## src/include/dct_pkg.sv

```systemverilog
// Package with DDR2 command timing constants and types for the host controller
package dct_pkg;
    localparam int unsigned CLK_PERIOD_PS    = 100000;
    localparam int unsigned T_REFI_NORM_NS   = 7800;
    localparam int unsigned T_REFI_HOT_NS    = 3900;
    localparam int unsigned T_RFC_NS         = 75;
    localparam int unsigned T_RP_NS          = 15;
    localparam int unsigned T_RRD_1K_PS      = 7500;
    localparam int unsigned T_RRD_2K_PS      = 10000;
    localparam int unsigned T_RTP_PS         = 7500;
    localparam int unsigned T_WR_NS          = 15;
    localparam int unsigned T_WTR_533_PS     = 7500;
    localparam int unsigned T_WTR_400_PS     = 10000;
    localparam int unsigned T_XSNR_EXTRA_NS  = 10;
    localparam int unsigned PALL_EXTRA_CK    = 1;
    localparam int unsigned WTR_MIN_CK       = 2;
    localparam int unsigned XARD_CK          = 2;
    localparam int unsigned XARDS_BASE_CK    = 6;
    localparam int unsigned XP_CK            = 2;
    localparam int unsigned XSRD_CK          = 200;
    localparam int unsigned CCD_CK           = 2;
    localparam int unsigned CKE_MIN_CK       = 3;
    localparam int unsigned MRD_CK           = 2;
    localparam int unsigned MAX_POSTED       = 8;
    function automatic int unsigned ceil_ck(input int unsigned ps);
        int unsigned c;
        c = (ps + CLK_PERIOD_PS - 1) / CLK_PERIOD_PS;
        return (c < 1) ? 1 : c;
    endfunction
    function automatic int unsigned floor_ck(input int unsigned ps);
        int unsigned c;
        c = ps / CLK_PERIOD_PS;
        return (c < 1) ? 1 : c;
    endfunction
    localparam int unsigned REFI_NORM_CK = floor_ck(T_REFI_NORM_NS * 1000);
    localparam int unsigned REFI_HOT_CK  = floor_ck(T_REFI_HOT_NS * 1000);
    localparam int unsigned RFC_CK       = ceil_ck(T_RFC_NS * 1000);
    localparam int unsigned RP_CK        = ceil_ck(T_RP_NS * 1000);
    localparam int unsigned RRD_1K_CK    = ceil_ck(T_RRD_1K_PS);
    localparam int unsigned RRD_2K_CK    = ceil_ck(T_RRD_2K_PS);
    localparam int unsigned RTP_CK       = ceil_ck(T_RTP_PS);
    localparam int unsigned WR_CK        = ceil_ck(T_WR_NS * 1000);
    localparam int unsigned WTR_533_CK   = ceil_ck(T_WTR_533_PS);
    localparam int unsigned WTR_400_CK   = ceil_ck(T_WTR_400_PS);
    localparam int unsigned XSNR_CK      = ceil_ck((T_RFC_NS + T_XSNR_EXTRA_NS) * 1000);
    localparam int unsigned MR_PD_BIT    = 12;
    localparam int unsigned MR_WR_LSB    = 9;
    localparam int unsigned CNT_W        = 8;
    localparam int unsigned POST_W       = 4;
    // Command codes on {cs_n, ras_n, cas_n, we_n}
    localparam logic [3:0] CMD_NOP   = 4'h7;
    localparam logic [3:0] CMD_ACT   = 4'h3;
    localparam logic [3:0] CMD_RD    = 4'h5;
    localparam logic [3:0] CMD_WR    = 4'h4;
    localparam logic [3:0] CMD_PRE   = 4'h2;
    localparam logic [3:0] CMD_REF   = 4'h1;
    localparam logic [3:0] CMD_MRS   = 4'h0;
    localparam logic [3:0] CMD_DESEL = 4'h8;
    typedef enum logic [2:0]
    {
        REQ_NONE, REQ_ACT, REQ_RD, REQ_WR, REQ_PRE, REQ_PALL, REQ_MRS
    } dct_req_type;
endpackage

```

## src/rtl/dct_down_counter.sv

```systemverilog
// Loadable down counter that tells when a spacing has elapsed
`timescale 1ns/1ns
`default_nettype none
module dct_down_counter
    import dct_pkg::*;
(
    input  wire logic             core_clk,
    input  wire logic             rst,
    input  wire logic             ce,
    input  wire logic             load,
    input  wire logic [CNT_W-1:0] load_val,
    output var  logic             done
);
    logic [CNT_W-1:0] count_reg;
    always_ff @(posedge core_clk)
    begin
        if (rst)
            count_reg <= '0;
        else if (ce)
        begin
            // A load counts the issue cycle itself, so load one less
            if (load)
                count_reg <= (load_val == '0) ? '0 : load_val - 1'b1;
            else if (count_reg != '0)
                count_reg <= count_reg - 1'b1;
        end
    end
    assign done = (count_reg == '0);
endmodule
`default_nettype wire

```

## src/rtl/dct_host_ctrl.sv

```systemverilog
// DDR2 host command sequencer that enforces command spacing
`timescale 1ns/1ns
`default_nettype none
module dct_host_ctrl
    import dct_pkg::*;
(
    input  wire logic        core_clk,
    input  wire logic        rst,
    input  wire logic        clk_en,
    input  wire logic        hot_mode,
    input  wire logic        grade_533,
    input  wire logic        page_2k,
    input  wire logic [2:0]  additive_latency,
    input  wire dct_req_type req_kind,
    input  wire logic [1:0]  req_bank,
    input  wire logic [13:0] req_addr,
    input  wire logic        req_auto_pre,
    input  wire logic        req_pd,
    input  wire logic        req_sr,
    input  wire logic        init_done,
    output logic             req_ready,
    output logic             freq_change_ok,
    output logic             reinit_needed,
    output logic             mem_cke,
    output logic [3:0]       mem_cmd,
    output logic [1:0]       mem_ba,
    output logic [13:0]      mem_addr
);
    typedef enum logic [2:0]
    {
        ST_RUN, ST_PD_ACT, ST_PD_PRE, ST_SELF, ST_EXIT
    } dct_state_type;

    dct_state_type state_reg;
    dct_state_type exit_from_reg;
    logic [CNT_W-1:0]  refi_reg;
    logic [POST_W-1:0] posted_reg;
    logic [3:0]        open_reg;
    logic [3:0]        cmd_next;
    logic [1:0]        cke_hold_reg;
    logic              slow_exit_reg;
    logic [3:0]        wr_field_reg;
    logic [CNT_W-1:0]  exit_rd_reg;
    logic [CNT_W-1:0]  exit_any_reg;
    logic              do_act;
    logic              do_rd;
    logic              do_wr;
    logic              do_pre;
    logic              do_pall;
    logic              do_mrs;
    logic              do_ref;
    logic              cmd_ok;
    logic              ld_any;
    logic [CNT_W-1:0]  v_any;
    logic              ok_any;
    logic              ok_act;
    logic              ok_col;
    logic              ok_rd;
    logic              ok_ref;
    logic [3:0]        ok_bank_act;
    logic [3:0]        ok_bank_pre;
    logic              cke_free;
    logic              lp_go;

    function automatic logic [CNT_W-1:0] to_cnt(input int unsigned v);
        return v[CNT_W-1:0];
    endfunction

    // Global spacing: MRS, precharge-all and refresh
    always_comb
    begin
        ld_any = 1'b1;
        v_any  = '0;
        if (do_ref)
            v_any = to_cnt(RFC_CK);
        else if (do_pall)
            v_any = to_cnt(RP_CK + PALL_EXTRA_CK);
        else if (do_mrs)
            v_any = to_cnt(MRD_CK);
        else
            ld_any = 1'b0;
    end

    dct_down_counter u_any
    (
        .core_clk (core_clk),
        .rst      (rst),
        .ce       (clk_en),
        .load     (ld_any),
        .load_val (v_any),
        .done     (ok_any)
    );

    dct_down_counter u_act
    (
        .core_clk (core_clk),
        .rst      (rst),
        .ce       (clk_en),
        .load     (do_act),
        .load_val (to_cnt(page_2k ? RRD_2K_CK : RRD_1K_CK)),
        .done     (ok_act)
    );

    dct_down_counter u_col
    (
        .core_clk (core_clk),
        .rst      (rst),
        .ce       (clk_en),
        .load     (do_rd | do_wr),
        .load_val (to_cnt(CCD_CK)),
        .done     (ok_col)
    );

    // Write to read turnaround; the two-clock floor is above every grade figure here
    dct_down_counter u_wtr
    (
        .core_clk (core_clk),
        .rst      (rst),
        .ce       (clk_en),
        .load     (do_wr),
        .load_val (to_cnt((grade_533 ? WTR_533_CK : WTR_400_CK) < WTR_MIN_CK ?
                          WTR_MIN_CK : (grade_533 ? WTR_533_CK : WTR_400_CK))),
        .done     (ok_rd)
    );

    dct_down_counter u_ref
    (
        .core_clk (core_clk),
        .rst      (rst),
        .ce       (clk_en),
        .load     (do_ref),
        .load_val (to_cnt(RFC_CK)),
        .done     (ok_ref)
    );

    // Per-bank precharge and activate windows
    genvar b;
    generate
        for (b = 0; b < 4; b++)
        begin : g_bank
            logic ld_pre;
            logic ld_act;
            logic [CNT_W-1:0] v_pre;
            logic [CNT_W-1:0] v_act;
            always_comb
            begin
                ld_pre = (do_rd | do_wr) && req_bank == b[1:0];
                v_pre  = do_wr ? to_cnt(CCD_CK + WR_CK) : to_cnt(RTP_CK);
                ld_act = (do_pre && req_bank == b[1:0]) || do_pall
                         || (do_wr && req_auto_pre && req_bank == b[1:0]);
                v_act  = (do_wr && req_auto_pre) ?
                         to_cnt(CCD_CK) + {4'h0, wr_field_reg} + to_cnt(RP_CK) :
                         to_cnt(RP_CK);
            end
            dct_down_counter u_pre
            (
                .core_clk (core_clk),
                .rst      (rst),
                .ce       (clk_en),
                .load     (ld_pre),
                .load_val (v_pre),
                .done     (ok_bank_pre[b])
            );
            dct_down_counter u_bact
            (
                .core_clk (core_clk),
                .rst      (rst),
                .ce       (clk_en),
                .load     (ld_act),
                .load_val (v_act),
                .done     (ok_bank_act[b])
            );
        end
    endgenerate

    // Command decision
    always_comb
    begin
        // No issue while ready stands: the requester drops only at the next edge
        cmd_ok  = state_reg == ST_RUN && ok_any && !reinit_needed && !req_ready;
        do_ref  = cmd_ok && posted_reg != '0 && ok_ref && open_reg == '0;
        do_act  = cmd_ok && !do_ref && req_kind == REQ_ACT && ok_act && ok_ref
                  && ok_bank_act[req_bank] && posted_reg < POST_W'(MAX_POSTED);
        do_rd   = cmd_ok && !do_ref && req_kind == REQ_RD && ok_col && ok_rd
                  && exit_rd_reg == '0;
        do_wr   = cmd_ok && !do_ref && req_kind == REQ_WR && ok_col;
        do_pre  = cmd_ok && !do_ref && req_kind == REQ_PRE && ok_bank_pre[req_bank];
        do_pall = cmd_ok && !do_ref && req_kind == REQ_PALL && (&ok_bank_pre);
        do_mrs  = cmd_ok && !do_ref && req_kind == REQ_MRS && open_reg == '0;
        // Refresh with clock enable falling would enter self-refresh
        lp_go   = state_reg == ST_RUN && cke_free && ok_any && ok_ref && !do_ref
                  && req_kind == REQ_NONE && (req_sr || req_pd)
                  && posted_reg < POST_W'(MAX_POSTED);
        cmd_next = CMD_NOP;
        if (do_ref)
            cmd_next = CMD_REF;
        else if (do_act)
            cmd_next = CMD_ACT;
        else if (do_rd)
            cmd_next = CMD_RD;
        else if (do_wr)
            cmd_next = CMD_WR;
        else if (do_pre || do_pall)
            cmd_next = CMD_PRE;
        else if (do_mrs)
            cmd_next = CMD_MRS;
        else if (lp_go && req_sr && open_reg == '0)
            cmd_next = CMD_REF;
    end

    always_ff @(posedge core_clk)
    begin
        if (rst)
        begin
            mem_cmd  <= CMD_DESEL;
            mem_ba   <= '0;
            mem_addr <= '0;
        end
        else if (clk_en)
        begin
            mem_cmd  <= cmd_next;
            mem_ba   <= req_bank;
            mem_addr <= do_pall ? 14'h0400 : ((do_rd || do_wr) ?
                        {req_addr[13:11], req_auto_pre, req_addr[9:0]} : req_addr);
        end
    end

    // Open-bank tracking
    always_ff @(posedge core_clk)
    begin
        if (rst)
            open_reg <= '0;
        else if (clk_en)
        begin
            if (do_act)
                open_reg[req_bank] <= 1'b1;
            else if (do_pall)
                open_reg <= '0;
            else if (do_pre || ((do_rd || do_wr) && req_auto_pre))
                open_reg[req_bank] <= 1'b0;
        end
    end

    // Mode register shadow: exit style and write recovery field
    always_ff @(posedge core_clk)
    begin
        if (rst)
        begin
            slow_exit_reg <= 1'b0;
            wr_field_reg  <= 4'(WR_CK);
        end
        else if (clk_en && do_mrs && req_bank == 2'h0)
        begin
            slow_exit_reg <= req_addr[MR_PD_BIT];
            // Field never programmed below the recovery time in clocks
            wr_field_reg  <= ({1'b0, req_addr[MR_WR_LSB+:3]} + 4'h1 < 4'(WR_CK)) ?
                             4'(WR_CK) : {1'b0, req_addr[MR_WR_LSB+:3]} + 4'h1;
        end
    end

    // Refresh interval timer and posted count
    always_ff @(posedge core_clk)
    begin
        if (rst)
        begin
            refi_reg   <= '0;
            posted_reg <= '0;
        end
        else if (clk_en)
        begin
            if (state_reg == ST_SELF)
            begin
                refi_reg   <= '0;
                posted_reg <= '0;
            end
            else
            begin
                if (refi_reg + 1'b1 >= to_cnt(hot_mode ? REFI_HOT_CK : REFI_NORM_CK))
                    refi_reg <= '0;
                else
                    refi_reg <= refi_reg + 1'b1;
                // Due tick and issue in one cycle cancel out
                if (refi_reg + 1'b1 >= to_cnt(hot_mode ? REFI_HOT_CK : REFI_NORM_CK)
                    && !do_ref && posted_reg < POST_W'(MAX_POSTED))
                    posted_reg <= posted_reg + 1'b1;
                else if (do_ref && !(refi_reg + 1'b1 >=
                         to_cnt(hot_mode ? REFI_HOT_CK : REFI_NORM_CK)))
                    posted_reg <= posted_reg - 1'b1;
            end
        end
    end

    // Clock enable minimum pulse width
    assign cke_free = cke_hold_reg == '0;
    always_ff @(posedge core_clk)
    begin
        if (rst)
        begin
            state_reg     <= ST_RUN;
            exit_from_reg <= ST_RUN;
            mem_cke       <= 1'b1;
            cke_hold_reg  <= '0;
            exit_any_reg  <= '0;
            exit_rd_reg   <= '0;
        end
        else if (clk_en)
        begin
            if (cke_hold_reg != '0)
                cke_hold_reg <= cke_hold_reg - 1'b1;
            if (exit_rd_reg != '0)
                exit_rd_reg <= exit_rd_reg - 1'b1;
            case (state_reg)
                ST_RUN:
                    if (lp_go)
                    begin
                        mem_cke      <= 1'b0;
                        cke_hold_reg <= 2'(CKE_MIN_CK - 1);
                        state_reg    <= req_sr && open_reg == '0 ? ST_SELF :
                                        (open_reg == '0 ? ST_PD_PRE : ST_PD_ACT);
                    end
                ST_PD_ACT, ST_PD_PRE, ST_SELF:
                    if (cke_free && !(req_sr || req_pd))
                    begin
                        mem_cke       <= 1'b1;
                        cke_hold_reg  <= 2'(CKE_MIN_CK - 1);
                        exit_from_reg <= state_reg;
                        state_reg     <= ST_EXIT;
                        if (state_reg == ST_SELF)
                        begin
                            exit_any_reg <= to_cnt(XSNR_CK - 1);
                            exit_rd_reg  <= to_cnt(XSRD_CK - 1);
                        end
                        else if (state_reg == ST_PD_PRE)
                            exit_any_reg <= to_cnt(XP_CK - 1);
                        else
                        begin
                            exit_any_reg <= to_cnt(XARD_CK - 1);
                            exit_rd_reg  <= slow_exit_reg ?
                                to_cnt(XARDS_BASE_CK - 1) - {5'h0, additive_latency} : '0;
                        end
                    end
                ST_EXIT:
                    if (exit_any_reg <= 8'h01)
                        state_reg <= ST_RUN;
                    else
                        exit_any_reg <= exit_any_reg - 1'b1;
                default:
                    state_reg <= ST_RUN;
            endcase
        end
    end

    // Ready, frequency window and re-initialisation flag
    always_ff @(posedge core_clk)
    begin
        if (rst)
        begin
            req_ready      <= 1'b0;
            freq_change_ok <= 1'b0;
            reinit_needed  <= 1'b0;
        end
        else if (clk_en)
        begin
            req_ready      <= do_act | do_rd | do_wr | do_pre | do_pall | do_mrs;
            freq_change_ok <= state_reg == ST_SELF || state_reg == ST_PD_PRE;
            // Posting overflow would break spacing; hold until re-initialised
            if (posted_reg == POST_W'(MAX_POSTED) && state_reg != ST_RUN
                && state_reg != ST_SELF)
                reinit_needed <= 1'b1;
            else if (init_done)
                reinit_needed <= 1'b0;
        end
    end
endmodule
`default_nettype wire

```

## config.mk

```make
export PLATFORM = sky130hd
export DESIGN_NAME = dct_host_ctrl
export DESIGN_NICKNAME = d
export VERILOG_FILES = /design/src/include/dct_pkg.sv /design/src/rtl/dct_down_counter.sv /design/src/rtl/dct_host_ctrl.sv
export SDC_FILE = /design/constraint.sdc
export NUM_CORES = 1
export LEC_CHECK = 0
export BUFFER_PORTS_ARGS = -buffer_cell sky130_fd_sc_hd__buf_2
export CAP_MARGIN = 20
export CORE_UTILIZATION = 55
export DETAILED_ROUTE_END_ITERATION = 10
export PLACE_DENSITY = 0.79
export SYNTH_ARGS = -nofsm -noshare
export SYNTH_HDL_FRONTEND = slang
export SYNTH_SLANG_ARGS = --single-unit
```

## constraint.sdc

```tcl
create_clock -name core_clk -period 2.9 [get_ports core_clk]
set_input_delay 0.145 -clock core_clk [delete_from_list [all_inputs] [get_ports core_clk]]
set_output_delay 0.145 -clock core_clk [all_outputs]
set_load 0.02 [all_outputs]
```

* Word level (Yosys, flattened, before mapping)
Index checks and enable logic that the tools add are counted.
** Cells by class
- Reductions and logical operators :: 153
- Multiply operators :: 0
- Div/mod/pow operators :: 0
- Shifts and indexed selects :: 0
- $lt $le $gt $ge :: 6
- Add/subtract/negate cells :: 26
- Equal/unequal tests :: 19
- Mux-type cells :: 87
- Bitwise logic cells :: 9
** Operators by type and width (number)
- two-way mux 8 bit :: 40
- logical NOT 8 bit :: 17
- subtractor 8 x 1 -> 8 bit (second input constant) :: 16
- nonzero test 8 bit :: 14
- logical AND 1 bit :: 57
- nonzero test 2 bit :: 17
- AND reduction 2 bit :: 16
- two-way mux 3 bit :: 10
- two-way mux 4 bit :: 7
- two-way mux 2 bit :: 8
- one-hot mux 8 bit (2 select lines) :: 1
- AND reduction 4 bit :: 4
- two-way mux 14 bit :: 1
- logical OR 1 bit :: 13
- equality test 3 x 2 -> 1 bit (second input constant) :: 4
- equality test 3 bit (second input constant) :: 4
- two-way mux 1 bit :: 11
- two-way mux 11 bit :: 1
- one-hot mux 3 bit (3 select lines) :: 1
- nonzero test 3 bit :: 3
- adder 8 x 1 -> 8 bit (second input constant) :: 1
- greater-or-equal comparator 8 x 7 -> 1 bit :: 1
- less-or-equal comparator 8 x 1 -> 1 bit (second input constant) :: 1
- != test 2 bit (second input constant) :: 4
- other kinds (34) :: 48
** Word-level totals
- Bits in latches :: 0
- Memory bits (read-only) :: 0
- Bits in writable memories :: 0
- Bits in registers :: 170
- Memories :: 0
- Output and inout bits :: 24
- Input port bits :: 32
- Word-level logic and storage cells :: 329

* Logic depth before layout (Yosys ltp)
Gate-level depths: netlist of the first run.
- Depth in word-level cells :: 21
- Depth in mapped cells :: 16
- Depth with buffers taken out :: 15

* Modules after synthesis
Synthesis of the first run repeated with hierarchy kept, for this count alone.
** Second synthesis, totals
- Cell total of the unflattened synthesis :: 1654
- Area total of the unflattened synthesis :: 13279.0 um2
** By module, submodules not included
- dct_down_counter :: cells an instance 93, times used 13, sequential area each 160.2 um2, area each 737.0 um2
- dct_host_ctrl :: cells an instance 445, times used 1, sequential area each 1321.3 um2, area each 3698.5 um2

* Worst setup path before layout of the first run
OpenSTA, ideal clock, no wires.
- Path kind :: register to register
- Start point :: register refi_reg[0]
- End point :: register posted_reg[3]
- Clock period less this slack :: 3185 ps
- Path slack :: -285 ps
- Required time :: 2805 ps
- Setup time :: 95 ps
- Arrival time :: 3089 ps
- Buffers on the path :: 1
- Cell stages (with the launch flop) :: 17
- Cell sequence :: dfxtp_1 ha_1 and3_1 nand3_1 xnor2_1 ha_1 o21ai_0 a31oi_1 or3_1 clkbuf_1 nand2_1 ha_1 a21o_1 a21o_1 nor4_1 o21ai_0 a221oi_1
** On the way
- Cells in the longest elaborated chain, start to end :: 6
- Elaborated cells between the ends (all ways) :: 10
- Classes of those cells :: add/sub: 1; order compare: 1; mux: 2; reduce/logical: 6
** RTL lines
- start: declaration :: line dct_host_ctrl.sv:36 : logic [CNT_W-1:0] refi_reg;
- start signal: assignment :: line dct_host_ctrl.sv:281 : refi_reg <= refi_reg + 1'b1;
- adder 8 x 1 -> 8 bit * :: line dct_host_ctrl.sv:283, dct_host_ctrl.sv:286
- greater-or-equal comparator 8 x 7 -> 1 bit * :: line dct_host_ctrl.sv:283, dct_host_ctrl.sv:286
- logical AND 1 bit or logical NOT 1 bit (tied branches) :: line dct_host_ctrl.sv:284, dct_host_ctrl.sv:286
- logical AND 1 bit, on equally long branches :: line dct_host_ctrl.sv:284, dct_host_ctrl.sv:286
- nonzero test 3 bit (no line) or two-way mux 4 bit (tied branches)
- AND reduction 2 bit (no line) or two-way mux 4 bit (tied branches)
- end signal: assignment :: line dct_host_ctrl.sv:285 : posted_reg <= posted_reg + 1'b1;
- end signal: assignment :: line dct_host_ctrl.sv:288 : posted_reg <= posted_reg - 1'b1;
- end: declaration :: line dct_host_ctrl.sv:37 : logic [POST_W-1:0] posted_reg;
Every way passes the cells marked *; elsewhere a longest branch is shown, timed or not.
A chain may end at the register's enable or synchronous reset.

* Final worst setup path of the first run
Ends and elaborated chain as after synthesis.

==> results of run 1 <==
## final cells by class
class | count | area share, %
Sequential cell | 170 | 28.54
Multi-Input combinational cell | 958 | 51.16
Clock buffer | 17 | 3.559
Clock inverter | 15 | 1.486
Timing Repair Buffer | 193 | 11.34
Tap cell | 225 | 2.355
Inverter | 50 | 1.570
## per-stage QoR
stage               TNS, ps  std cells  utilization [%]  worst slack [ps]  power (uW)
floorplan            -142.7       1240                -            -142.7        7367
global placement     -314.6       1570            63.06            -90.36        8754
detailed placement    -1072       1570            63.06            -172.5        8926
CTS                  -230.1       1617            67.72            -142.9       11380
global route          -1465       1628            69.35            -314.2       12540
finish               -268.3       1628            69.35            -120.4       11700
## final timing paths
check	slack (ps)	depth (start not counted)	start	end
worst max-delay path	-120	15	refi_reg[0]	posted_reg[3]
worst min-delay path	20	3	req_addr[9]	mem_addr[9]
worst max register to register	-120	15	refi_reg[0]	posted_reg[3]
worst min register to register	460	2	mem_addr[12]	mem_addr[12]
## per-layer routing
layer | wire [um] | up-vias
li1 | - | 4843
met1 | 11540 | 4686
met2 | 12790 | 371
met3 | 1979 | 81
met4 | 900 | 0
met5 | 0 | -
## logic make-up after synthesis
group | after synthesis | share of synthesized area [%]
AOI/OAI and AO/OA | 301 | 20.33
xor gates and xnor gates | 50 | 4.530
adders and majority gates | 33 | 4.349
buffers and inverters | 112 | 4.556
DFF | 170 | 35.21
muxes | 17 | 1.786
and+or+nand+nor | 557 | 29.24
## cells in the final DEF, fill, tap and decap left out, types with 8 or more instances in the layout
cell	instances
sky130_fd_sc_hd__nand2b_1	10
sky130_fd_sc_hd__nand2_1	104
sky130_fd_sc_hd__nor3b_1	11
sky130_fd_sc_hd__o21ai_0	54
sky130_fd_sc_hd__or3_1	30
sky130_fd_sc_hd__buf_2	51
sky130_fd_sc_hd__nor3_1	45
sky130_fd_sc_hd__and2_1	14
sky130_fd_sc_hd__o22ai_1	10
sky130_fd_sc_hd__buf_4	129
sky130_fd_sc_hd__clkbuf_16	17
sky130_fd_sc_hd__a211oi_1	8
sky130_fd_sc_hd__or4_1	16
sky130_fd_sc_hd__nand4_1	22
sky130_fd_sc_hd__nor4_1	35
sky130_fd_sc_hd__o21ai_1	11
sky130_fd_sc_hd__nor2_1	156
sky130_fd_sc_hd__a21oi_1	85
sky130_fd_sc_hd__o211ai_1	12
sky130_fd_sc_hd__a31o_2	9
sky130_fd_sc_hd__a31oi_1	9
sky130_fd_sc_hd__dlygate4sd3_1	12
sky130_fd_sc_hd__nand3_1	51
sky130_fd_sc_hd__inv_1	48
sky130_fd_sc_hd__xor2_1	30
sky130_fd_sc_hd__a22oi_1	13
sky130_fd_sc_hd__mux2i_1	15
sky130_fd_sc_hd__a21o_1	8
sky130_fd_sc_hd__ha_1	26
sky130_fd_sc_hd__dfxtp_1	164
sky130_fd_sc_hd__xnor2_1	18
## power by group through the flow
stage          Sequential (uW)  Combinational, uW  Clock [uW]
2_1_floorplan             3450               3920           0
3_3_place_gp              3500               5250           0
3_5_place_dp              3520               5400           0
4_1_cts                   3490               5510        2380
5_1_grt                   3610               6460        2470
6_report                  3530               5810        2360
## timing repair
action,CTS,global route
gates resized for setup,13,44
hold buffers,12,0
endpoints found under the hold margin,13,0
setup endpoints to repair,22,57
setup buffers,3,11
pin swaps,5,21
## worst reg2reg max path: stages, from the launching register on
cell	delay (ps)
sky130_fd_sc_hd__dfxtp_2	360
sky130_fd_sc_hd__ha_4	140
sky130_fd_sc_hd__and3_4	180
sky130_fd_sc_hd__nand3_2	70
sky130_fd_sc_hd__xnor2_2	150
sky130_fd_sc_hd__ha_1	270
sky130_fd_sc_hd__o21ai_1	80
sky130_fd_sc_hd__a31oi_1	50
sky130_fd_sc_hd__or3_4	390
sky130_fd_sc_hd__nand2_4	80
sky130_fd_sc_hd__ha_4	190
sky130_fd_sc_hd__a21o_1	150
sky130_fd_sc_hd__a21o_1	180
sky130_fd_sc_hd__nor4_2	260
sky130_fd_sc_hd__o21ai_1	100
sky130_fd_sc_hd__a221oi_1	260
==> impl_metrics.sql, run 1 <==
INSERT INTO impl_metrics (metric_group, metric, value, unit) VALUES
('setup_path', 'required_arrival_time_at_the_worst_endpoint', '3240', 'ps'),
('cells_and_area', 'sequential_cell_area', '0.003411', 'sq mm'),
('route', 'dr_total_vias', '9981', ''),
('global_route', 'antenna_found_initial', '0', ''),
('route', 'routed_wire_length_per_instance', '16.71', 'um'),
('sta', 'tightestPinTransition', '771.2', 'ps'),
('route', 'initialDrtViolationCount', '1057', ''),
('sta', 'whs', '17.74', 'ps'),
('power', 'peak_ir_drop_on_the_vdd_network', '0.7063', 'mV'),
('floorplan', 'placement_rows', '48', ''),
('sta', 'number_of_setup_violations_in_the_final_report', '3', ''),
('global_route', 'gr-usage-met1', '37.46', '%'),
('power', 'power.combinational.fraction', '49.6', '%'),
('setup_path', 'arrival', '3360', 'ps'),
('cells_and_area', 'num-nets-final', '1455', ''),
('sta', 'maxClockFrequency', '331.1', 'MHz'),
('floorplan', 'start_util', '56.08', '%'),
('route', 'wl', '27.21', 'mm'),
('placed_design', 'post-dp-hpwl', '18.26', 'mm'),
('power', 'leakagePower', '0.004947', 'uW'),
('route', 'post-route-drc-count', '0', ''),
('job', 'drv.max_cap_violation_count', '0', ''),
('clock_tree', 'cts_tree', 'built', ''),
('yosys', 'mappedNetlistArea', '0.009667', 'sq mm'),
('setup_path', 'critical_path.max_fanout', '3', ''),
('yosys', 'post_synth_main_area_contributors', 'sky130_fd_sc_hd__dfxtp_1, sky130_fd_sc_hd__nor2_1, sky130_fd_sc_hd__a21oi_1, sky130_fd_sc_hd__ha_1, sky130_fd_sc_hd__nand2_1', ''),
('clock_tree', 'clock_sinks', '170', ''),
('clock_tree', 'worst_skew_pair_latency', '440', 'ps'),
('cells_and_area', 'multi_input_combinational_cell_area', '0.006115', 'sq mm'),
('yosys', 'syn_nets', '1305', ''),
('floorplan', 'boundaryPins', '56', ''),
('global_route', 'grt_use_met2', '48.79', '%'),
('setup_path', 'worstPathCellList', 'ha_4 -> and3_4 -> nand3_2 -> xnor2_2 -> ha_1 -> o21ai_1 -> a31oi_1 -> or3_4 -> nand2_4 -> ha_4 -> a21o_1 -> a21o_1 -> nor4_2 -> o21ai_1 -> a221oi_1', ''),
('yosys', 'synth-async-reset-ratio', '0', '%'),
('global_route', 'globalRouteTotalUtil', '29.80', '%'),
('power', 'seq_power_share', '30.2', '%'),
('setup_path', 'path_delay_family', 'simple AND/OR/NAND/NOR gates', ''),
('yosys', 'ys.warnings.count', '0', ''),
('yosys', 'synth-edff-count', '0', ''),
('outcome', 'outcome', 'finished, violations left', ''),
('global_route', 'grt_first_pass_wirelength', '43.79', 'mm'),
('route', 'drt_pass_1_iters', '6', ''),
('floorplan', 'die_area', '0.01811', 'sq mm'),
('yosys', 'yosys.cell_types.count', '77', ''),
('global_route', 'top_usage_layer', 'met2', ''),
('placed_design', 'place.port_buffers', '53', ''),
('yosys', 'synth.largest_area_cell', 'sky130_fd_sc_hd__dfxtp_1', ''),
('yosys', 'list_of_most_frequent_post_synthesis_cells', 'sky130_fd_sc_hd__dfxtp_1, sky130_fd_sc_hd__nor2_1, sky130_fd_sc_hd__nand2_1, sky130_fd_sc_hd__a21oi_1, sky130_fd_sc_hd__o21ai_0', ''),
('clock_tree', 'clk_path_buf_depth', '2', ''),
('outcome', 'violations', 'setup timing', ''),
('sta', 'timing.final.hold_violations', '0', ''),
('cells_and_area', 'final_layout_size_suffix_gt1_share', '20.60', '%'),
('global_route', 'gr_overflow_total', '0', ''),
('sta', 'finalCritPeriodShare', '104.2', '%'),
('sta', 'post-route-worst-setup-slack', '-120.4', 'ps'),
('yosys', 'postSynthRegisterBits', '170', ''),
('yosys', 'postSynthCellCount', '1240', ''),
('yosys', 'synth_most_common_cell', 'sky130_fd_sc_hd__dfxtp_1', ''),
('cells_and_area', 'num_antenna_cells', '0', ''),
('clock_tree', 'htreeDepth', '4', ''),
('setup_path', 'category_of_the_most_critical_setup_path', 'flip-flop to flip-flop', ''),
('global_route', 'groute.layer.met3.usage', '5.968', '%'),
('sta', 'clock_skew', '8.547', 'ps'),
('setup_path', 'end_kind', 'flip-flop', ''),
('min_path', 'hp-class', 'primary input to flip-flop', ''),
('sta', 'drv_slew', '0', ''),
('clock_tree', 'tritoncts.num_buffers', '17', ''),
('sta', 'worst_slew_margin', '47.86', '%'),
('power', 'power_frac_clock', '20.2', '%'),
('power', 'p_int', '6907', 'uW'),
('placed_design', 'postPlaceCellArea', '0.01087', 'sq mm');
Note: power is estimated with default switching activity, not from simulation.
==> inputs of run 2 (changes only) <==
--- a/config.mk
+++ b/config.mk
@@ -9,6 +9,7 @@
 export CAP_MARGIN = 20
 export CORE_UTILIZATION = 55
 export DETAILED_ROUTE_END_ITERATION = 10
+export MAX_ROUTING_LAYER = met4
 export PLACE_DENSITY = 0.79
 export SYNTH_ARGS = -nofsm -noshare
 export SYNTH_HDL_FRONTEND = slang
==> run 2 against run 1 <==
  * The flow still finishes with violations (setup timing)
  * Clock skew fell by 0.62 ps
  * Sequential share of layout area up 0.13 points
  * Register-to-register slack hardly changed
  * Critical path type unchanged
  * Critical endpoint unchanged
  * Largest power group unchanged
==> impl_metrics.sql, run 2 (synthesis gave the netlist of run 1 again) <==
INSERT INTO impl_metrics (metric_group, metric, value, unit) VALUES
('outcome', 'outcome', 'finished, violations left', ''),
('outcome', 'violations', 'setup timing', ''),
('cells_and_area', 'final_layout_size_suffix_gt1_share', '20.16', '%'),
('sta', 'period_needed', '3034', 'ps'),
('route', 'post-route-drc-count', '0', ''),
('global_route', 'gr_overflow_total', '0', ''),
('sta', 'post-route-worst-setup-slack', '-134.4', 'ps'),
('floorplan', 'boundaryPins', '56', ''),
('global_route', 'grt_max_degree', '63', ''),
('min_path', 'hold_path_origin', 'req_addr[9]', ''),
('clock_tree', 'worst_skew_pair_latency', '430', 'ps'),
('job', 'drv.max_cap_violation_count', '0', ''),
('cells_and_area', 'most-common-layout-cells', 'sky130_fd_sc_hd__dfxtp_1, sky130_fd_sc_hd__nor2_1, sky130_fd_sc_hd__buf_4', ''),
('global_route', 'vias_in_the_first_global_route', '9371', ''),
('route', 'initialDrtViolationCount', '905', ''),
('route', 'postRouteAntennaNets', '0', ''),
('power', 'peak_ir_drop_on_the_vdd_network', '0.7045', 'mV'),
('cells_and_area', 'final_cells', '1624', ''),
('sta', 'timing.final.hold_violations', '0', ''),
('min_path', 'worst_hold_path.num_cells', '3', ''),
('route', 'drt_pass_1_iters', '7', ''),
('sta', 'clock_skew', '7.923', 'ps'),
('setup_path', 'arrival', '3370', 'ps'),
('sta', 'final_total_negative_setup_slack', '-179.9', 'ps'),
('power', 'p_int', '6862', 'uW'),
('power', 'leakagePower', '0.004921', 'uW'),
('clock_tree', 'cts_tree', 'built', ''),
('floorplan', 'die-width', '134.6', 'um'),
('setup_path', 'end_kind', 'flip-flop', ''),
('power', 'power-per-cell-area', '977.4', 'mW/mm^2'),
('power', 'seq_power_share', '30.3', '%'),
('sta', 'maxClockFrequency', '329.6', 'MHz'),
('clock_tree', 'htreeDepth', '4', ''),
('placed_design', 'post-dp-hpwl', '18.26', 'mm'),
('setup_path', 'category_of_the_most_critical_setup_path', 'flip-flop to flip-flop', ''),
('setup_path', 'critPathSlowestCell', 'sky130_fd_sc_hd__or3_4', ''),
('power', 'power_frac_clock', '20.4', '%'),
('power', 'total_power', '11620', 'uW'),
('route', 'wl', '26.92', 'mm'),
('clock_tree', 'clock_sinks', '170', ''),
('floorplan', 'die_height', '134.6', 'um'),
('floorplan', 'placement_rows', '48', ''),
('cells_and_area', 'finish.utilization', '68.95', '%'),
('sta', 'finalCritPeriodShare', '104.6', '%'),
('route', 'mean_number_of_vias_per_cell', '6.135', ''),
('sta', 'tightestPinTransition', '757.6', 'ps'),
('min_path', 'min_to', 'mem_addr[9]', ''),
('clock_tree', 'cts_root_buf', 'sky130_fd_sc_hd__clkbuf_16', ''),
('setup_path', 'worst-r2r-setup-slack', '-130', 'ps'),
('sta', 'rsz0062_at_grt', 'yes', ''),
('cells_and_area', 'synthToLayoutAreaGrowth', '22.94', '%'),
('clock_tree', 'tritoncts.num_buffers', '17', ''),
('placed_design', 'detailedPlace.worstSlack', '-172.5', 'ps'),
('setup_path', 'worstPathCellList', 'ha_4 -> and3_4 -> nand3_2 -> xnor2_2 -> ha_1 -> o21ai_1 -> a31oi_1 -> or3_4 -> nand2_4 -> ha_4 -> a21o_1 -> a21o_1 -> nor4_2 -> o21ai_1 -> a221oi_1', ''),
('cells_and_area', 'num-nets-final', '1451', ''),
('placed_design', 'place.port_buffers', '53', ''),
('sta', 'drv_slew', '0', ''),
('setup_path', 'critical_path.max_fanout', '3', ''),
('global_route', 'antenna_found_initial', '0', ''),
('setup_path', 'cpPeakStageDelay', '390', 'ps'),
('route', 'routed_wire_length_per_instance', '16.57', 'um'),
('sta', 'worst_slew_margin', '48.78', '%'),
('cells_and_area', 'num_antenna_cells', '0', ''),
('clock_tree', 'clkSlewWorstSetupHoldPaths', '70', 'ps'),
('floorplan', 'die_area', '0.01811', 'sq mm'),
('power', 'power_switching', '4753', 'uW'),
('setup_path', 'crit-reg2reg-launch', 'refi_reg[0]', ''),
('power', 'power.combinational.fraction', '49.4', '%'),
('floorplan', 'placeableCoreArea', '0.01724', 'sq mm'),
('min_path', 'hp-class', 'primary input to flip-flop', ''),
('setup_path', 'r2r_end', 'posted_reg[3]', ''),
('placed_design', 'place.gp.congestion', '0.9281', ''),
('cells_and_area', 'commonest_non_fill_non_tap_cell_in_the_layout', 'sky130_fd_sc_hd__dfxtp_1', ''),
('global_route', 'globalRouteTotalUtil', '30.71', '%'),
('sta', 'number_of_setup_violations_in_the_final_report', '2', ''),
('global_route', 'grt_first_pass_wirelength', '43.83', 'mm'),
('setup_path', 'reg2reg_path_depth', '15', ''),
('floorplan', 'start_util', '56.08', '%'),
('setup_path', 'path_delay_family', 'simple AND/OR/NAND/NOR gates', ''),
('power', 'power_switching_share', '40.92', '%'),
('route', 'dr_total_vias', '9964', ''),
('setup_path', 'worstSetupStartpointType', 'flip-flop', ''),
('setup_path', 'critical_path.n_buffers_inverters', '0', ''),
('setup_path', 'required_arrival_time_at_the_worst_endpoint', '3240', 'ps'),
('clock_tree', 'clk_path_buf_depth', '2', ''),
('placed_design', 'place.detailed.instances', '1570', '');
run 2: cell types whose count changed in the layout (fill, tap and decap cells not counted), sizes merged:
| cell | delta |
|---|---|
| buf | -4 |
run 2: worst max-delay path by stage:
stage / end / cells past startpoint / from
finish: posted_reg[3] / 15 / refi_reg[0]
global route: posted_reg[3] / 14 / refi_reg[0]
CTS: posted_reg[3] / 15 / refi_reg[1]
detailed placement: posted_reg[3] / 15 / refi_reg[1]
global placement: g_bank[0].u_bact.count_reg[4] / 11 / u_ref.count_reg[1]
floorplan: posted_reg[3] / 16 / refi_reg[0]
run 2: power groups by stage:
stage | Combinational (uW) | Clock, uW | Sequential, uW
after global routing | 6410 | 2470 | 3590
after detailed placement | 5400 | 0 | 3520
final | 5730 | 2370 | 3520
after CTS | 5510 | 2380 | 3490
after global placement | 5250 | 0 | 3500
after floorplan | 3920 | 0 | 3450
run 2: layout make-up:
class / count / area, sq um
clock buffer: 17 / 425.4
clock inverter: 15 / 177.7
fill: 1315 / 5353
inverter: 50 / 187.7
multi-input combinational: 958 / 6080
sequential: 170 / 3407
tap: 225 / 281.5
timing repair buffer: 189 / 1325
run 2: worst min-delay path: cells and delay by family:
family,cells,cell delay (ps)
and+or+nand+nor,1,80
buffers and inverters,1,120
AOI/OAI and AO/OA,1,60
run 2: repair_timing:
action | in CTS | in global routing
endpoints found under the setup margin | 22 | 57
gates cloned | 0 | 0
pin swaps | 5 | 16
endpoints found under the hold margin | 13 | 0
buffers inserted | 3 | 7
hold buffers | 12 | 0
resized for setup | 13 | 36
run 2: per-stage QoR:
| step | cell area, sq um | hold slack [ps] |
|---|---|---|
| floorplan | 9724 | 288.6 |
| global placement | 10870 | 395.0 |
| detailed placement | 10870 | 401.0 |
| CTS | 11670 | 9.415 |
| global route | 11880 | 39.68 |
| finish | 11880 | 16.93 |
run 2: layer usage:
layer	routed length, um	part of all wire [%]	up-vias	GRT usage [%]
met1	11440	42	4627	37.62
met5	0	0	-	-
met3	2112	7.8	75	5.743
li1	-	-	4834	-
met2	12540	47	428	48.93
met4	828	3.1	0	14.42
==> inputs of run 3 (changes only) <==
--- a/config.mk
+++ b/config.mk
@@ -7,6 +7,7 @@
 export LEC_CHECK = 0
 export BUFFER_PORTS_ARGS = -buffer_cell sky130_fd_sc_hd__buf_2
 export CAP_MARGIN = 20
+export CORE_ASPECT_RATIO = 0.8
 export CORE_UTILIZATION = 55
 export DETAILED_ROUTE_END_ITERATION = 10
 export MAX_ROUTING_LAYER = met4
==> run 3 against run 2 <==
  * The run still ends with setup timing left
  * Clock power fell by 7%
  * Register-to-register slack got worse by 20 ps
  * Non-clock buffer count rose by 2
  * Maximum frequency fell by 0.56%
  * Via count rose by 2.0%
  * Power rose by 1.4%
  * Count of clock-buffer cells in the layout rose by 2
  * Critical path depth did not move
  * First-iteration DRC count rose by 23%
==> impl_metrics.sql, run 3 (synthesis gave the netlist of run 1 again) <==
INSERT INTO impl_metrics (metric_group, metric, value, unit) VALUES
('floorplan', 'die-width', '150.2', 'um'),
('global_route', 'top_usage_layer', 'met2', ''),
('cells_and_area', 'final_design_area_no_fill', '0.01193', 'sq mm'),
('route', 'post-route-drc-count', '0', ''),
('floorplan', 'placement_rows', '42', ''),
('clock_tree', 'clk_path_buf_depth', '2', ''),
('cells_and_area', 'num-nets-final', '1453', ''),
('setup_path', 'required_arrival_time_at_the_worst_endpoint', '3250', 'ps'),
('cells_and_area', 'most-common-layout-cells', 'sky130_fd_sc_hd__dfxtp_1, sky130_fd_sc_hd__nor2_1, sky130_fd_sc_hd__buf_4', ''),
('clock_tree', 'worst_skew_pair_latency', '450', 'ps'),
('floorplan', 'placeableCoreArea', '0.01687', 'sq mm'),
('outcome', 'violations', 'setup timing', ''),
('floorplan', 'start_util', '57.31', '%'),
('sta', 'number_of_setup_violations_in_the_final_report', '2', ''),
('floorplan', 'die_area', '0.01811', 'sq mm'),
('route', 'wl', '28.64', 'mm'),
('placed_design', 'post-dp-hpwl', '18.98', 'mm'),
('setup_path', 'arrival', '3410', 'ps'),
('sta', 'finalCritPeriodShare', '105.2', '%'),
('global_route', 'globalRouteTotalUtil', '32.68', '%'),
('route', 'drt_pass_1_iters', '7', ''),
('placed_design', 'place.gp.congestion', '0.9144', ''),
('placed_design', 'place.port_buffers', '53', ''),
('global_route', 'vias_in_the_first_global_route', '9295', ''),
('sta', 'tightestPinTransition', '766.2', 'ps'),
('cells_and_area', 'final_layout_size_suffix_gt1_share', '21.20', '%'),
('global_route', 'grt_first_pass_wirelength', '45.71', 'mm'),
('sta', 'clock_skew', '12.28', 'ps'),
('power', 'total_power', '11780', 'uW'),
('setup_path', 'end_kind', 'flip-flop', ''),
('global_route', 'gr_overflow_total', '0', ''),
('global_route', 'grt_use_met2', '48.64', '%'),
('setup_path', 'critical_path.startpoint', 'refi_reg[1]', ''),
('route', 'routed_wire_length_per_instance', '17.66', 'um'),
('min_path', 'hp-class', 'primary input to flip-flop', ''),
('clock_tree', 'cts_root_buf', 'sky130_fd_sc_hd__clkbuf_16', ''),
('cells_and_area', 'synthToLayoutAreaGrowth', '23.41', '%'),
('setup_path', 'crit_end', 'posted_reg[3]', ''),
('job', 'drv.max_cap_violation_count', '0', ''),
('route', 'mean_number_of_vias_per_cell', '6.264', ''),
('sta', 'rsz0062_at_grt', 'yes', ''),
('sta', 'drv_slew', '0', ''),
('setup_path', 'crit-reg2reg-launch', 'refi_reg[1]', ''),
('setup_path', 'category_of_the_most_critical_setup_path', 'flip-flop to flip-flop', ''),
('global_route', 'antenna_found_initial', '1', ''),
('clock_tree', 'cts_tree', 'built', ''),
('setup_path', 'worst-r2r-setup-slack', '-150', 'ps'),
('sta', 'period_needed', '3051', 'ps'),
('power', 'leakagePower', '0.004925', 'uW'),
('route', 'initialDrtViolationCount', '1117', ''),
('clock_tree', 'tritoncts.num_buffers', '17', ''),
('sta', 'post-route-worst-setup-slack', '-151.5', 'ps'),
('sta', 'worst_slew_margin', '48.20', '%'),
('sta', 'timing.final.hold_violations', '0', ''),
('cells_and_area', 'commonest_non_fill_non_tap_cell_in_the_layout', 'sky130_fd_sc_hd__dfxtp_1', ''),
('floorplan', 'boundaryPins', '56', ''),
('floorplan', 'die_height', '120.6', 'um'),
('sta', 'maxClockFrequency', '327.7', 'MHz'),
('cells_and_area', 'final_cells', '1622', ''),
('setup_path', 'critical_path.max_fanout', '3', ''),
('power', 'power-per-cell-area', '987.0', 'mW/mm^2'),
('power', 'peak_ir_drop_on_the_vdd_network', '0.6281', 'mV'),
('global_route', 'grt_max_degree', '58', ''),
('global_route', 'groute.layer.met3.usage', '7.019', '%'),
('setup_path', 'r2r_end', 'posted_reg[3]', ''),
('clock_tree', 'clkSlewWorstSetupHoldPaths', '70', 'ps'),
('placed_design', 'place.detailed.instances', '1562', ''),
('placed_design', 'postPlaceCellArea', '0.01084', 'sq mm'),
('clock_tree', 'htreeDepth', '4', ''),
('outcome', 'outcome', 'finished, violations left', ''),
('global_route', 'gr-usage-met1', '43.14', '%'),
('cells_and_area', 'finish.utilization', '70.72', '%'),
('clock_tree', 'clock_sinks', '170', ''),
('setup_path', 'worstSetupStartpointType', 'flip-flop', ''),
('route', 'dr_total_vias', '10160', ''),
('route', 'postRouteAntennaNets', '0', ''),
('setup_path', 'reg2reg_path_depth', '15', '');
-- run 3: changes by cell type in the layout (fill, tap and decap cells not counted), sizes merged --
| cell | previous run | this run |
|---|---|---|
| diode | 0 | 1 |
| buf | 177 | 178 |
| inv | 59 | 55 |
| bufinv | 2 | 0 |
| clkbuf | 17 | 19 |
| dlygate4sd3 | 12 | 13 |
| clkinv | 3 | 7 |
-- run 3: through the flow --
step	setup slack [ps]	hold WS, ps	TNS (ps)
CTS	-135.1	28.38	-172.4
global route	-304.7	39.09	-1632
finish	-151.5	44.95	-253.6
detailed placement	-201.6	414.2	-1638
floorplan	-142.7	288.6	-142.7
global placement	-124.7	407.8	-329.6
-- run 3: worst min-delay path by stage --
| stage | start | endpoint | depth (start not counted) |
|---|---|---|---|
| after floorplan | req_addr[10] | mem_addr[10] | 2 |
| after global routing | req_addr[10] | mem_addr[10] | 3 |
| final | req_addr[10] | mem_addr[10] | 3 |
| after global placement | req_addr[12] | slow_exit_reg | 3 |
| after detailed placement | req_addr[12] | slow_exit_reg | 3 |
| after CTS | clk_en | refi_reg[2] | 2 |
-- run 3: what timing repair did --
action,CTS,global route
resized for setup,18,53
hold buffers,13,0
pin swaps,3,15
endpoints found under the setup margin,40,78
buffers inserted,2,12
hold endpoints to repair,14,0
-- run 3: cell type report --
cell class | count | area (sq um)
flip-flops and latches | 170 | 3410
well taps | 220 | 275.3
multi-input cells | 958 | 6151
clock inverters | 13 | 115.1
diodes | 1 | 2.502
inverters | 50 | 187.7
repair buffers | 191 | 1346
clock buffers | 19 | 442.9
fillers | 1261 | 4938
-- run 3: metal layers --
layer	vias up	part of all wire [%]	wire (um)
li1	4840	-	-
met1	4773	44	12650
met2	459	45	12880
met3	89	7.9	2276
met4	0	2.9	837
met5	-	0	0
-- run 3: worst max-delay path, stage by stage (launching register included) --
cell and delay (ps):
sky130_fd_sc_hd__dfxtp_4 370, sky130_fd_sc_hd__ha_4 130, sky130_fd_sc_hd__and3_4 200, sky130_fd_sc_hd__nand3_4 80, sky130_fd_sc_hd__xnor2_2 150, sky130_fd_sc_hd__ha_1 300
sky130_fd_sc_hd__o21ai_1 90, sky130_fd_sc_hd__a31oi_1 60, sky130_fd_sc_hd__or3_4 380, sky130_fd_sc_hd__nand2_2 70, sky130_fd_sc_hd__ha_1 220, sky130_fd_sc_hd__a21o_1 180
sky130_fd_sc_hd__a21o_1 210, sky130_fd_sc_hd__nor4_2 180, sky130_fd_sc_hd__o21ai_1 120, sky130_fd_sc_hd__a221oi_2 230
-- run 3: power breakdown --
part           internal, uW  total, uW  switching (uW)  leakage, uW
logic                  2760       6050            3290      0.00326
registers              2950       3530             580      0.00139
clock network          1140       2200            1060     0.000273
total                  6850      11800            4930      0.00493
